## src/hw/ecb_cfg.svh

```systemverilog
// constants of the capture block: widths, reset values, edge codes
`ifndef ECB_CFG_SVH
`define ECB_CFG_SVH
`define ECB_NUM_CH 8
`define ECB_NUM_BUF 4
`define ECB_CNT_W 16
`define ECB_PACC_W 8
`define ECB_MAIN_PRE_W 7
`define ECB_MOD_PRE_W 4
`define ECB_DLY_W 8
`define ECB_CNT_RST 16'h0000
`define ECB_PACC_RST 8'h00
`define ECB_PACC_MAX 8'hFF
`define ECB_EDGE_OFF 2'h0
`define ECB_EDGE_RISE 2'h1
`define ECB_EDGE_FALL 2'h2
`define ECB_EDGE_ANY 2'h3
`define ECB_SEL_CAPTURE 1'b0
`define ECB_LATCH_QUEUE_SELECT_LATCH 1'b1
`endif

```

## src/hw/ecb_pkg.sv

```systemverilog
// types of the capture block
package ecb_pkg;
	typedef struct packed {
		logic [1:0] edge_sel;
		logic no_overwrite_bit;
		logic channel_function_select_bit;
	} ecb_ch_cfg_t;
	typedef struct packed {
		logic latch_queue_select;
		logic accumulator_saturate_bit;
		logic pair_lo;
		logic pair_hi;
		logic mod_enable;
		logic mod_periodic;
	} ecb_sys_cfg_t;
	typedef enum logic [1:0] {
		ECB_MOD_IDLE,
		ECB_MOD_RUN,
		ECB_MOD_DONE
	} ecb_mod_state_t;
endpackage

```

## src/hw/ecb_capture_timer.sv

```systemverilog
// enhanced capture timer: captures, holding registers, accumulators, modulus counter
`timescale 1ns/10ps
`include "ecb_cfg.svh"
module ecb_capture_timer
	import ecb_pkg::*;
#(
	parameter int NUM_CH = `ECB_NUM_CH,
	parameter int NUM_BUF = `ECB_NUM_BUF,
	parameter int CNT_W = `ECB_CNT_W,
	parameter int PACC_W = `ECB_PACC_W,
	parameter int DLY_W = `ECB_DLY_W
) (
	// clock and reset
	input wire logic clk_i,
	input wire logic reset_n_i,
	// timer pins
	input wire logic [NUM_CH-1:0] pin_i,
	// main counter control
	input wire logic timer_enable_i,
	input wire logic [`ECB_MAIN_PRE_W-1:0] main_prescale_i,
	input wire logic cnt_write_i,
	input wire logic [CNT_W-1:0] cnt_wdata_i,
	// configuration
	input wire ecb_pkg::ecb_ch_cfg_t [NUM_CH-1:0] ch_cfg_i,
	input wire ecb_pkg::ecb_sys_cfg_t sys_cfg_i,
	input wire logic [NUM_BUF-1:0][DLY_W-1:0] delay_i,
	// modulus counter control
	input wire logic [`ECB_MOD_PRE_W-1:0] mod_prescale_i,
	input wire logic mod_write_i,
	input wire logic [CNT_W-1:0] mod_wdata_i,
	input wire logic force_latch_bit_i,
	// software read strobes
	input wire logic [NUM_CH-1:0] cap_read_i,
	input wire logic [NUM_BUF-1:0] hold_read_i,
	input wire logic [NUM_BUF-1:0] pacc_hold_read_i,
	// state outputs
	output logic [CNT_W-1:0] main_count_o,
	output logic [CNT_W-1:0] mod_count_o,
	output logic mod_tick_o,
	output logic [NUM_CH-1:0][CNT_W-1:0] capture_o,
	output logic [NUM_BUF-1:0][CNT_W-1:0] holding_o,
	output logic [NUM_CH-1:0] capture_full_o,
	output logic [NUM_BUF-1:0] holding_full_o,
	output logic [NUM_BUF-1:0][PACC_W-1:0] pacc_o,
	output logic [NUM_BUF-1:0][PACC_W-1:0] pacc_hold_o
);
	import ecb_pkg::*;

	logic [`ECB_MAIN_PRE_W-1:0] main_pre_q;
	logic [CNT_W-1:0] main_q;
	logic main_step;
	logic [`ECB_MOD_PRE_W-1:0] mod_pre_q;
	logic [CNT_W-1:0] mod_q;
	logic [CNT_W-1:0] mod_load_q;
	ecb_mod_state_t mod_state_q;
	logic mod_step;
	logic mod_zero;
	logic latch_ev;
	logic [NUM_CH-1:0] cap_ev;
	logic [NUM_CH-1:0][CNT_W-1:0] cap_q;
	logic [NUM_CH-1:0] cap_full_q;
	logic [NUM_BUF-1:0][CNT_W-1:0] hold_q;
	logic [NUM_BUF-1:0] hold_full_q;
	logic [NUM_BUF-1:0][PACC_W-1:0] pacc_q;
	logic [NUM_BUF-1:0][PACC_W-1:0] pacc_hold_q;
	logic [NUM_BUF-1:0] pacc_latch;
	logic [NUM_BUF-1:0] pacc_inc;

	// main timebase with divide by prescale+1
	assign main_step = timer_enable_i && (main_pre_q >= main_prescale_i);
	always_ff @(posedge clk_i or negedge reset_n_i) begin
		if (!reset_n_i) begin
			main_pre_q <= '0;
		end else if (!timer_enable_i || main_step) begin
			main_pre_q <= '0;
		end else begin
			main_pre_q <= main_pre_q + 1'b1;
		end
	end
	always_ff @(posedge clk_i or negedge reset_n_i) begin
		if (!reset_n_i) begin
			main_q <= `ECB_CNT_RST;
		end else if (cnt_write_i) begin
			main_q <= cnt_wdata_i;
		end else if (main_step) begin
			main_q <= main_q + 1'b1;
		end
	end
	assign main_count_o = main_q;

	// modulus down counter
	assign mod_step = (mod_state_q == ECB_MOD_RUN) && (mod_pre_q >= mod_prescale_i);
	assign mod_zero = mod_step && (mod_q == 16'h0001);
	always_ff @(posedge clk_i or negedge reset_n_i) begin
		if (!reset_n_i) begin
			mod_pre_q <= '0;
		end else if (mod_write_i || mod_step || mod_state_q != ECB_MOD_RUN) begin
			mod_pre_q <= '0;
		end else begin
			mod_pre_q <= mod_pre_q + 1'b1;
		end
	end
	always_ff @(posedge clk_i or negedge reset_n_i) begin
		if (!reset_n_i) begin
			mod_q <= `ECB_CNT_RST;
			mod_load_q <= `ECB_CNT_RST;
			mod_state_q <= ECB_MOD_IDLE;
		end else if (mod_write_i) begin
			mod_q <= mod_wdata_i;
			mod_load_q <= mod_wdata_i;
			mod_state_q <= (mod_wdata_i != 16'h0000 && sys_cfg_i.mod_enable) ?
				ECB_MOD_RUN : ECB_MOD_IDLE;
		end else if (!sys_cfg_i.mod_enable) begin
			mod_state_q <= ECB_MOD_IDLE;
		end else begin
			case (mod_state_q)
				ECB_MOD_IDLE: begin
					if (mod_q != 16'h0000) begin
						mod_state_q <= ECB_MOD_RUN;
					end
				end
				ECB_MOD_RUN: begin
					if (mod_zero) begin
						if (sys_cfg_i.mod_periodic) begin
							mod_q <= mod_load_q;
						end else begin
							mod_q <= '0;
							mod_state_q <= ECB_MOD_DONE;
						end
					end else if (mod_step) begin
						mod_q <= mod_q - 1'b1;
					end
				end
				ECB_MOD_DONE: mod_state_q <= ECB_MOD_DONE;
				default: mod_state_q <= ECB_MOD_IDLE;
			endcase
		end
	end
	assign mod_count_o = mod_q;
	assign mod_tick_o = mod_zero;

	// latch event sources, latch mode only
	assign latch_ev = (sys_cfg_i.latch_queue_select == `ECB_LATCH_QUEUE_SELECT_LATCH) &&
		(mod_zero || (mod_write_i && mod_wdata_i == 16'h0000) || force_latch_bit_i);

	// filtered edge detection per channel
	genvar g;
	generate
		for (g = 0; g < NUM_CH; g++) begin : g_ch
			logic [DLY_W-1:0] dly;
			logic ev;
			if (g >= NUM_CH - NUM_BUF) begin : g_dly
				assign dly = delay_i[g-(NUM_CH-NUM_BUF)];
			end else begin : g_nodly
				assign dly = '0;
			end
			ecb_edge_filter #(
				.DLY_W(DLY_W)
			) u_filt (
				.clk_i(clk_i),
				.reset_n_i(reset_n_i),
				.delay_i(dly),
				.edge_sel_i(ch_cfg_i[g].edge_sel),
				.pin_i(pin_i[g]),
				.event_o(ev)
			);
			assign cap_ev[g] = ev && (ch_cfg_i[g].channel_function_select_bit ==
				`ECB_SEL_CAPTURE);

			if (g < NUM_CH - NUM_BUF) begin : g_plain
				always_ff @(posedge clk_i or negedge reset_n_i) begin
					if (!reset_n_i) begin
						cap_q[g] <= `ECB_CNT_RST;
						cap_full_q[g] <= 1'b0;
					end else if (cap_ev[g] && (!ch_cfg_i[g].no_overwrite_bit ||
						!cap_full_q[g])) begin
						cap_q[g] <= main_q;
						cap_full_q[g] <= 1'b1;
					end else if (cap_read_i[g]) begin
						cap_full_q[g] <= 1'b0;
					end
				end
			end else begin : g_buf
				localparam int B = g - (NUM_CH - NUM_BUF);
				logic nov;
				logic latchm;
				logic do_cap;
				logic do_move;
				assign nov = ch_cfg_i[g].no_overwrite_bit;
				assign latchm = (sys_cfg_i.latch_queue_select == `ECB_LATCH_QUEUE_SELECT_LATCH);
				// latch: capture->holding on latch event; queue: shift on capture
				always_comb begin
					if (latchm) begin
						do_move = latch_ev && (!nov || !hold_full_q[B]);
						do_cap = cap_ev[g] && (!nov || !cap_full_q[g] || do_move);
					end else begin
						do_move = cap_ev[g] && cap_full_q[g] &&
							(!nov || !hold_full_q[B]);
						do_cap = cap_ev[g] && (!nov || !cap_full_q[g] || do_move);
					end
				end
				always_ff @(posedge clk_i or negedge reset_n_i) begin
					if (!reset_n_i) begin
						cap_q[g] <= `ECB_CNT_RST;
						cap_full_q[g] <= 1'b0;
					end else if (do_cap) begin
						cap_q[g] <= main_q;
						cap_full_q[g] <= 1'b1;
					end else if (do_move || cap_read_i[g]) begin
						cap_full_q[g] <= 1'b0;
					end
				end
				always_ff @(posedge clk_i or negedge reset_n_i) begin
					if (!reset_n_i) begin
						hold_q[B] <= `ECB_CNT_RST;
						hold_full_q[B] <= 1'b0;
					end else if (do_move) begin
						hold_q[B] <= cap_q[g];
						hold_full_q[B] <= cap_full_q[g] || hold_full_q[B];
					end else if (hold_read_i[B]) begin
						hold_full_q[B] <= 1'b0;
					end
				end
				assign pacc_inc[B] = cap_ev[g];
				assign pacc_latch[B] = latchm ? latch_ev : hold_read_i[B];
			end
		end
	endgenerate

	// accumulators; odd index carries from even when paired
	generate
		for (g = 0; g < NUM_BUF; g++) begin : g_pacc
			logic carry_in;
			logic paired;
			logic [PACC_W-1:0] nxt;
			if (g % 2 == 1) begin : g_hi
				assign paired = (g == 1) ? sys_cfg_i.pair_lo : sys_cfg_i.pair_hi;
				assign carry_in = paired ? (pacc_inc[g-1] && pacc_q[g-1] == `ECB_PACC_MAX) :
					pacc_inc[g];
			end else begin : g_lo
				assign paired = (g == 0) ? sys_cfg_i.pair_lo : sys_cfg_i.pair_hi;
				assign carry_in = pacc_inc[g];
			end
			always_comb begin
				nxt = pacc_q[g];
				if (carry_in) begin
					if (sys_cfg_i.accumulator_saturate_bit && !paired &&
						pacc_q[g] == `ECB_PACC_MAX) begin
						nxt = pacc_q[g];
					end else begin
						nxt = pacc_q[g] + 1'b1;
					end
				end
			end
			always_ff @(posedge clk_i or negedge reset_n_i) begin
				if (!reset_n_i) begin
					pacc_q[g] <= `ECB_PACC_RST;
					pacc_hold_q[g] <= `ECB_PACC_RST;
				end else if (pacc_latch[g]) begin
					pacc_hold_q[g] <= pacc_q[g];
					pacc_q[g] <= `ECB_PACC_RST;
				end else begin
					pacc_q[g] <= nxt;
				end
			end
		end
	endgenerate

	// register values exposed as whole words
	assign capture_o = cap_q;
	assign holding_o = hold_q;
	assign capture_full_o = cap_full_q;
	assign holding_full_o = hold_full_q;
	assign pacc_o = pacc_q;
	assign pacc_hold_o = pacc_hold_q;
endmodule

```

## src/hw/ecb_edge_filter.sv

```systemverilog
// per-input delay filter and edge detector
`timescale 1ns/10ps
`include "ecb_cfg.svh"
module ecb_edge_filter #(
	parameter int DLY_W = `ECB_DLY_W
) (
	// clock and reset
	input wire logic clk_i,
	input wire logic reset_n_i,
	// configuration
	input wire logic [DLY_W-1:0] delay_i,
	input wire logic [1:0] edge_sel_i,
	// pin and event
	input wire logic pin_i,
	output logic event_o
);
	logic stable_q;
	logic cand_q;
	logic [DLY_W-1:0] cnt_q;
	logic accept;
	logic rise;
	logic fall;

	// level must hold delay_i cycles before accepted
	assign accept = (pin_i == cand_q) && (cnt_q >= delay_i) && (cand_q != stable_q);
	always_ff @(posedge clk_i or negedge reset_n_i) begin
		if (!reset_n_i) begin
			cand_q <= 1'b0;
			cnt_q <= '0;
		end else if (pin_i != cand_q) begin
			cand_q <= pin_i;
			cnt_q <= '0;
		end else if (cnt_q != {DLY_W{1'b1}}) begin
			cnt_q <= cnt_q + 1'b1;
		end
	end
	always_ff @(posedge clk_i or negedge reset_n_i) begin
		if (!reset_n_i) begin
			stable_q <= 1'b0;
		end else if (accept) begin
			stable_q <= cand_q;
		end
	end
	assign rise = accept && cand_q;
	assign fall = accept && !cand_q;
	always_comb begin
		case (edge_sel_i)
			`ECB_EDGE_RISE: event_o = rise;
			`ECB_EDGE_FALL: event_o = fall;
			`ECB_EDGE_ANY: event_o = rise || fall;
			default: event_o = 1'b0;
		endcase
	end
endmodule

```

## config.mk

```make
export PLATFORM = sky130hd
export DESIGN_NAME = ecb_capture_timer
export DESIGN_NICKNAME = d
export VERILOG_FILES = /design/src/hw/ecb_pkg.sv /design/src/hw/ecb_capture_timer.sv /design/src/hw/ecb_edge_filter.sv
export VERILOG_INCLUDE_DIRS = /design/src /design/src/hw
export SDC_FILE = /design/constraint.sdc
export NUM_CORES = 1
export LEC_CHECK = 0
export BUFFER_PORTS_ARGS = -buffer_cell sky130_fd_sc_hd__buf_4
export CAP_MARGIN = 10
export CORE_MARGIN = 8
export CORE_UTILIZATION = 35
export DETAILED_ROUTE_END_ITERATION = 7
export GPL_ROUTABILITY_DRIVEN = 1
export SKIP_CTS_REPAIR_TIMING = 1
export SLEW_MARGIN = 20
export SYNTH_ARGS = -nofsm -noshare
export SYNTH_HDL_FRONTEND = slang
export SYNTH_SLANG_ARGS = --single-unit
```

## constraint.sdc

```tcl
create_clock -name clk_i -period 9.3 [get_ports clk_i]
set_input_delay 1.86 -clock clk_i [delete_from_list [all_inputs] [get_ports clk_i]]
set_output_delay 1.86 -clock clk_i [all_outputs]
set_load 0.01 [all_outputs]
```

==> results.yml <==
sta:
  setup_violations: 0
  fin_worst_skew_ns: 0.0175
  finalCritPeriodShare: 0.577
  tns_ns: 0
  report.final.slew_viol_count: 0
  setup_ws_ns: 3.93
  whs_ns: 0.486
  tightest_slew_ns: 1.08
  min_period_ns: 5.37
  rsz0062_at_grt: "false"
  fmax_mhz: 186
  relSlewSlack: 0.277
  hold_viol: 0
layout:
  nets: 2128
  areaGrowthSynthToFinish_pct: 31.1
  drive_gt1_frac: 0.384
  nFillCells: 4670
  final_util: 0.460
floorplan:
  placeableCoreArea_um2: 49800
  initial_core_util: 0.351
  die_height_um: 239
  die_w_um: 239
  dieArea_um2: 57300
  row_count: 82
  io_pins: 444
critical_path:
  crit_top_cell: "buf_4"
  path_delay_family: "compound AO/OA/AOI/OAI gates"
  path_max_fanout: 7
  worstSetupEndpointType: "primary output"
  cp_num_buf_inv: 2
  cp.required_ns: 7.44
  crit_path_max_incr_delay_ns: 0.42
  start_kind: "input pin"
  slowest_stage: "a2111oi_0"
  cp.arrival_ns: 3.51
  path_class: "in -> out"
  path_cells: "buf_4 -> ha_1 -> nand2b_1 -> a2111oi_0 -> a21oi_1 -> and3_1 -> buf_4"
yosys:
  ys.flop_type: "dfrtp_1"
  ys_ff_latch: 377
  ys_warn_count: 0
  synthMuxAreaShare: 0.153
  synthXorXnorAreaFrac: 0.0306
  yosys.area.top_type: "dfrtp_1"
  syn_nets: 1695
  synth_edf_count: 0
  synth_compound_area_frac: 0.0823
  synthCells: 1494
  synth-seq-area-share: 0.540
  synth_area_leaders: "dfrtp_1 54%, mux2_2 14%, ha_1 4.2%"
  synth_fa_ha_area_frac: 0.0438
  post_synth_and_or_nand_nor_area_fraction: 0.114
  synth_area_per_cell_um2: 11.7
  yosysUniqueCellTypes: 74
  synth.most_common_cell: "dfrtp_1"
  synth_top_family_by_area: "multiplexers"
  yosys.area.top_type_share: 0.540
  synthTopCellsByCount: "377 x dfrtp_1, 210 x mux2_2, 101 x nor2_1, 95 x nand2_1, 82 x o21ai_0"
  synthArstFlopShare: 1.00
  syn-cell-area_um2: 17500
cts:
  clockBufferDepth: 3
  cts_tree: "done"
  clock_latency_ns: 0.57
  numCtsBuffers: 44
  cts.sinks: 377
  path_clk_slew_ns: 0.06
  cts-root-buf: "clkbuf_16"
  htreeDepth: 2
routing:
  dr.pass1.iters: 5
  final_antenna_net_count: 0
  avgRoutedWirePerCell_um: 20.6
  dr_total_vias: 13300
  routed_wl_mm: 54.3
  drc: 0
  viasPerCell: 5.03
  drtIter0Drc: 650
pwr:
  p_per_area_nw_per_um2: 192
  irDropWorstVdd_mv: 0.203
  power.total_mw: 4.41
  power.leakage_nw: 11.5
placement:
  portBuffers: 439
  hpwl_mm: 39.9
  place_congestion: 0.795
  pre_cts_ws_ns: 3.93
global_route:
  overflow: 0
  grt_usage: 0.187
  grt_pass1_wl_mm: 83.9
  grt_pass1_vias: 13900
  antenna_found_initial: 3
  grt_max_degree: 141
outcome:
  status: "completed"
run:
  max_cap_viol_count: 0
hold_path:
  worstHoldPathType: "reg -> reg"
==> per-stage QoR <==
stage / cells / cell area, µm²
floorplan: 1494 / 17500
global placement: 2553 / 21400
detailed placement: 2553 / 21400
CTS: 2634 / 22900
global route: 2634 / 22900
finish: 2635 / 22900
==> cell type report <==
class                   count  area, µm²  share of cell area
flip-flops and latches    377       9430               0.412
diodes                      1       2.50            0.000109
inverters                  81        304              0.0133
clock buffers              69       1350              0.0588
repair buffers            452       3410               0.149
multi-input cells         971       7400               0.323
well taps                 672        841              0.0367
clock inverters            12        159             0.00694
==> cells in the final DEF (no fill, tap or decap), drive strengths merged, types with 49 or more instances in the layout <==
master,netlist,layout
dfrtp,377,377
ha,58,58
inv,81,85
clkbuf,46,69
a21oi,49,49
mux2,229,229
nor2,103,103
buf,19,452
o21ai,86,86
nand2,95,95
==> flip-flops by register name, indices dropped and copies added (netlist names), 4 cells and up <==
name / count
pacc_o: 32
g_ch.u_filt.stable_q: 8
mod_pre_q: 4
main_pre_q: 7
g_ch.u_filt.cand_q: 8
capture_full_o: 8
g_ch.u_filt.cnt_q: 32
mod_count_o: 16
pacc_hold_o: 32
capture_o: 128
main_count_o: 16
holding_o: 64
mod_load_q: 16
holding_full_o: 4
==> final timing paths <==
check	from	to	slack (ns)	cells after the start
worst min register to register	holding_o[59]	holding_o[59]	0.49	1
worst min-delay path	holding_o[59]	holding_o[59]	0.49	1
worst max register to register	mod_count_o[3]	holding_o[30]	5.61	7
min in group asynchronous	reset_n_i	capture_full_o[1]	1.37	1
worst max-delay path	mod_prescale_i[0]	mod_tick_o	3.93	7
max in group asynchronous	reset_n_i	capture_o[62]	6.00	3
==> where the power goes <==
part           switching [mW]  internal [mW]  total [mW]  leakage [nW]
Combinational           0.331          0.364       0.695          5.74
Clock                   0.717           1.06        1.78         0.736
Sequential              0.134           1.80        1.93          4.98
Total                    1.18           3.22        4.41          11.5
==> metal layers <==
metal,GRT usage,share of wire,vias up
li1,-,-,6151
met5,0,0.00053,-
met4,0.0498,0.022,4
met1,0.232,0.42,6632
met2,0.310,0.48,393
met3,0.0649,0.085,75
==> worst register-to-register path, cell delays in order, from the launching register on <==
cell and delay [ns]:
dfrtp_1 0.46, or4_4 0.63, nor4_4 0.41, and2b_4 0.44
a311oi_4 0.25, nor2_8 0.22, a2bb2oi_4 0.71, mux2_2 0.45
==> logic make-up after synthesis <==
logic type                 after synthesis
muxes                                  238
AOI/OAI and AO/OA                      217
buffers and inverters                  146
xor gates and xnor gates                61
adders and majority gates               62
DFF                                    377
and+or+nand+nor                        393
(Power assumes the default switching activity.)
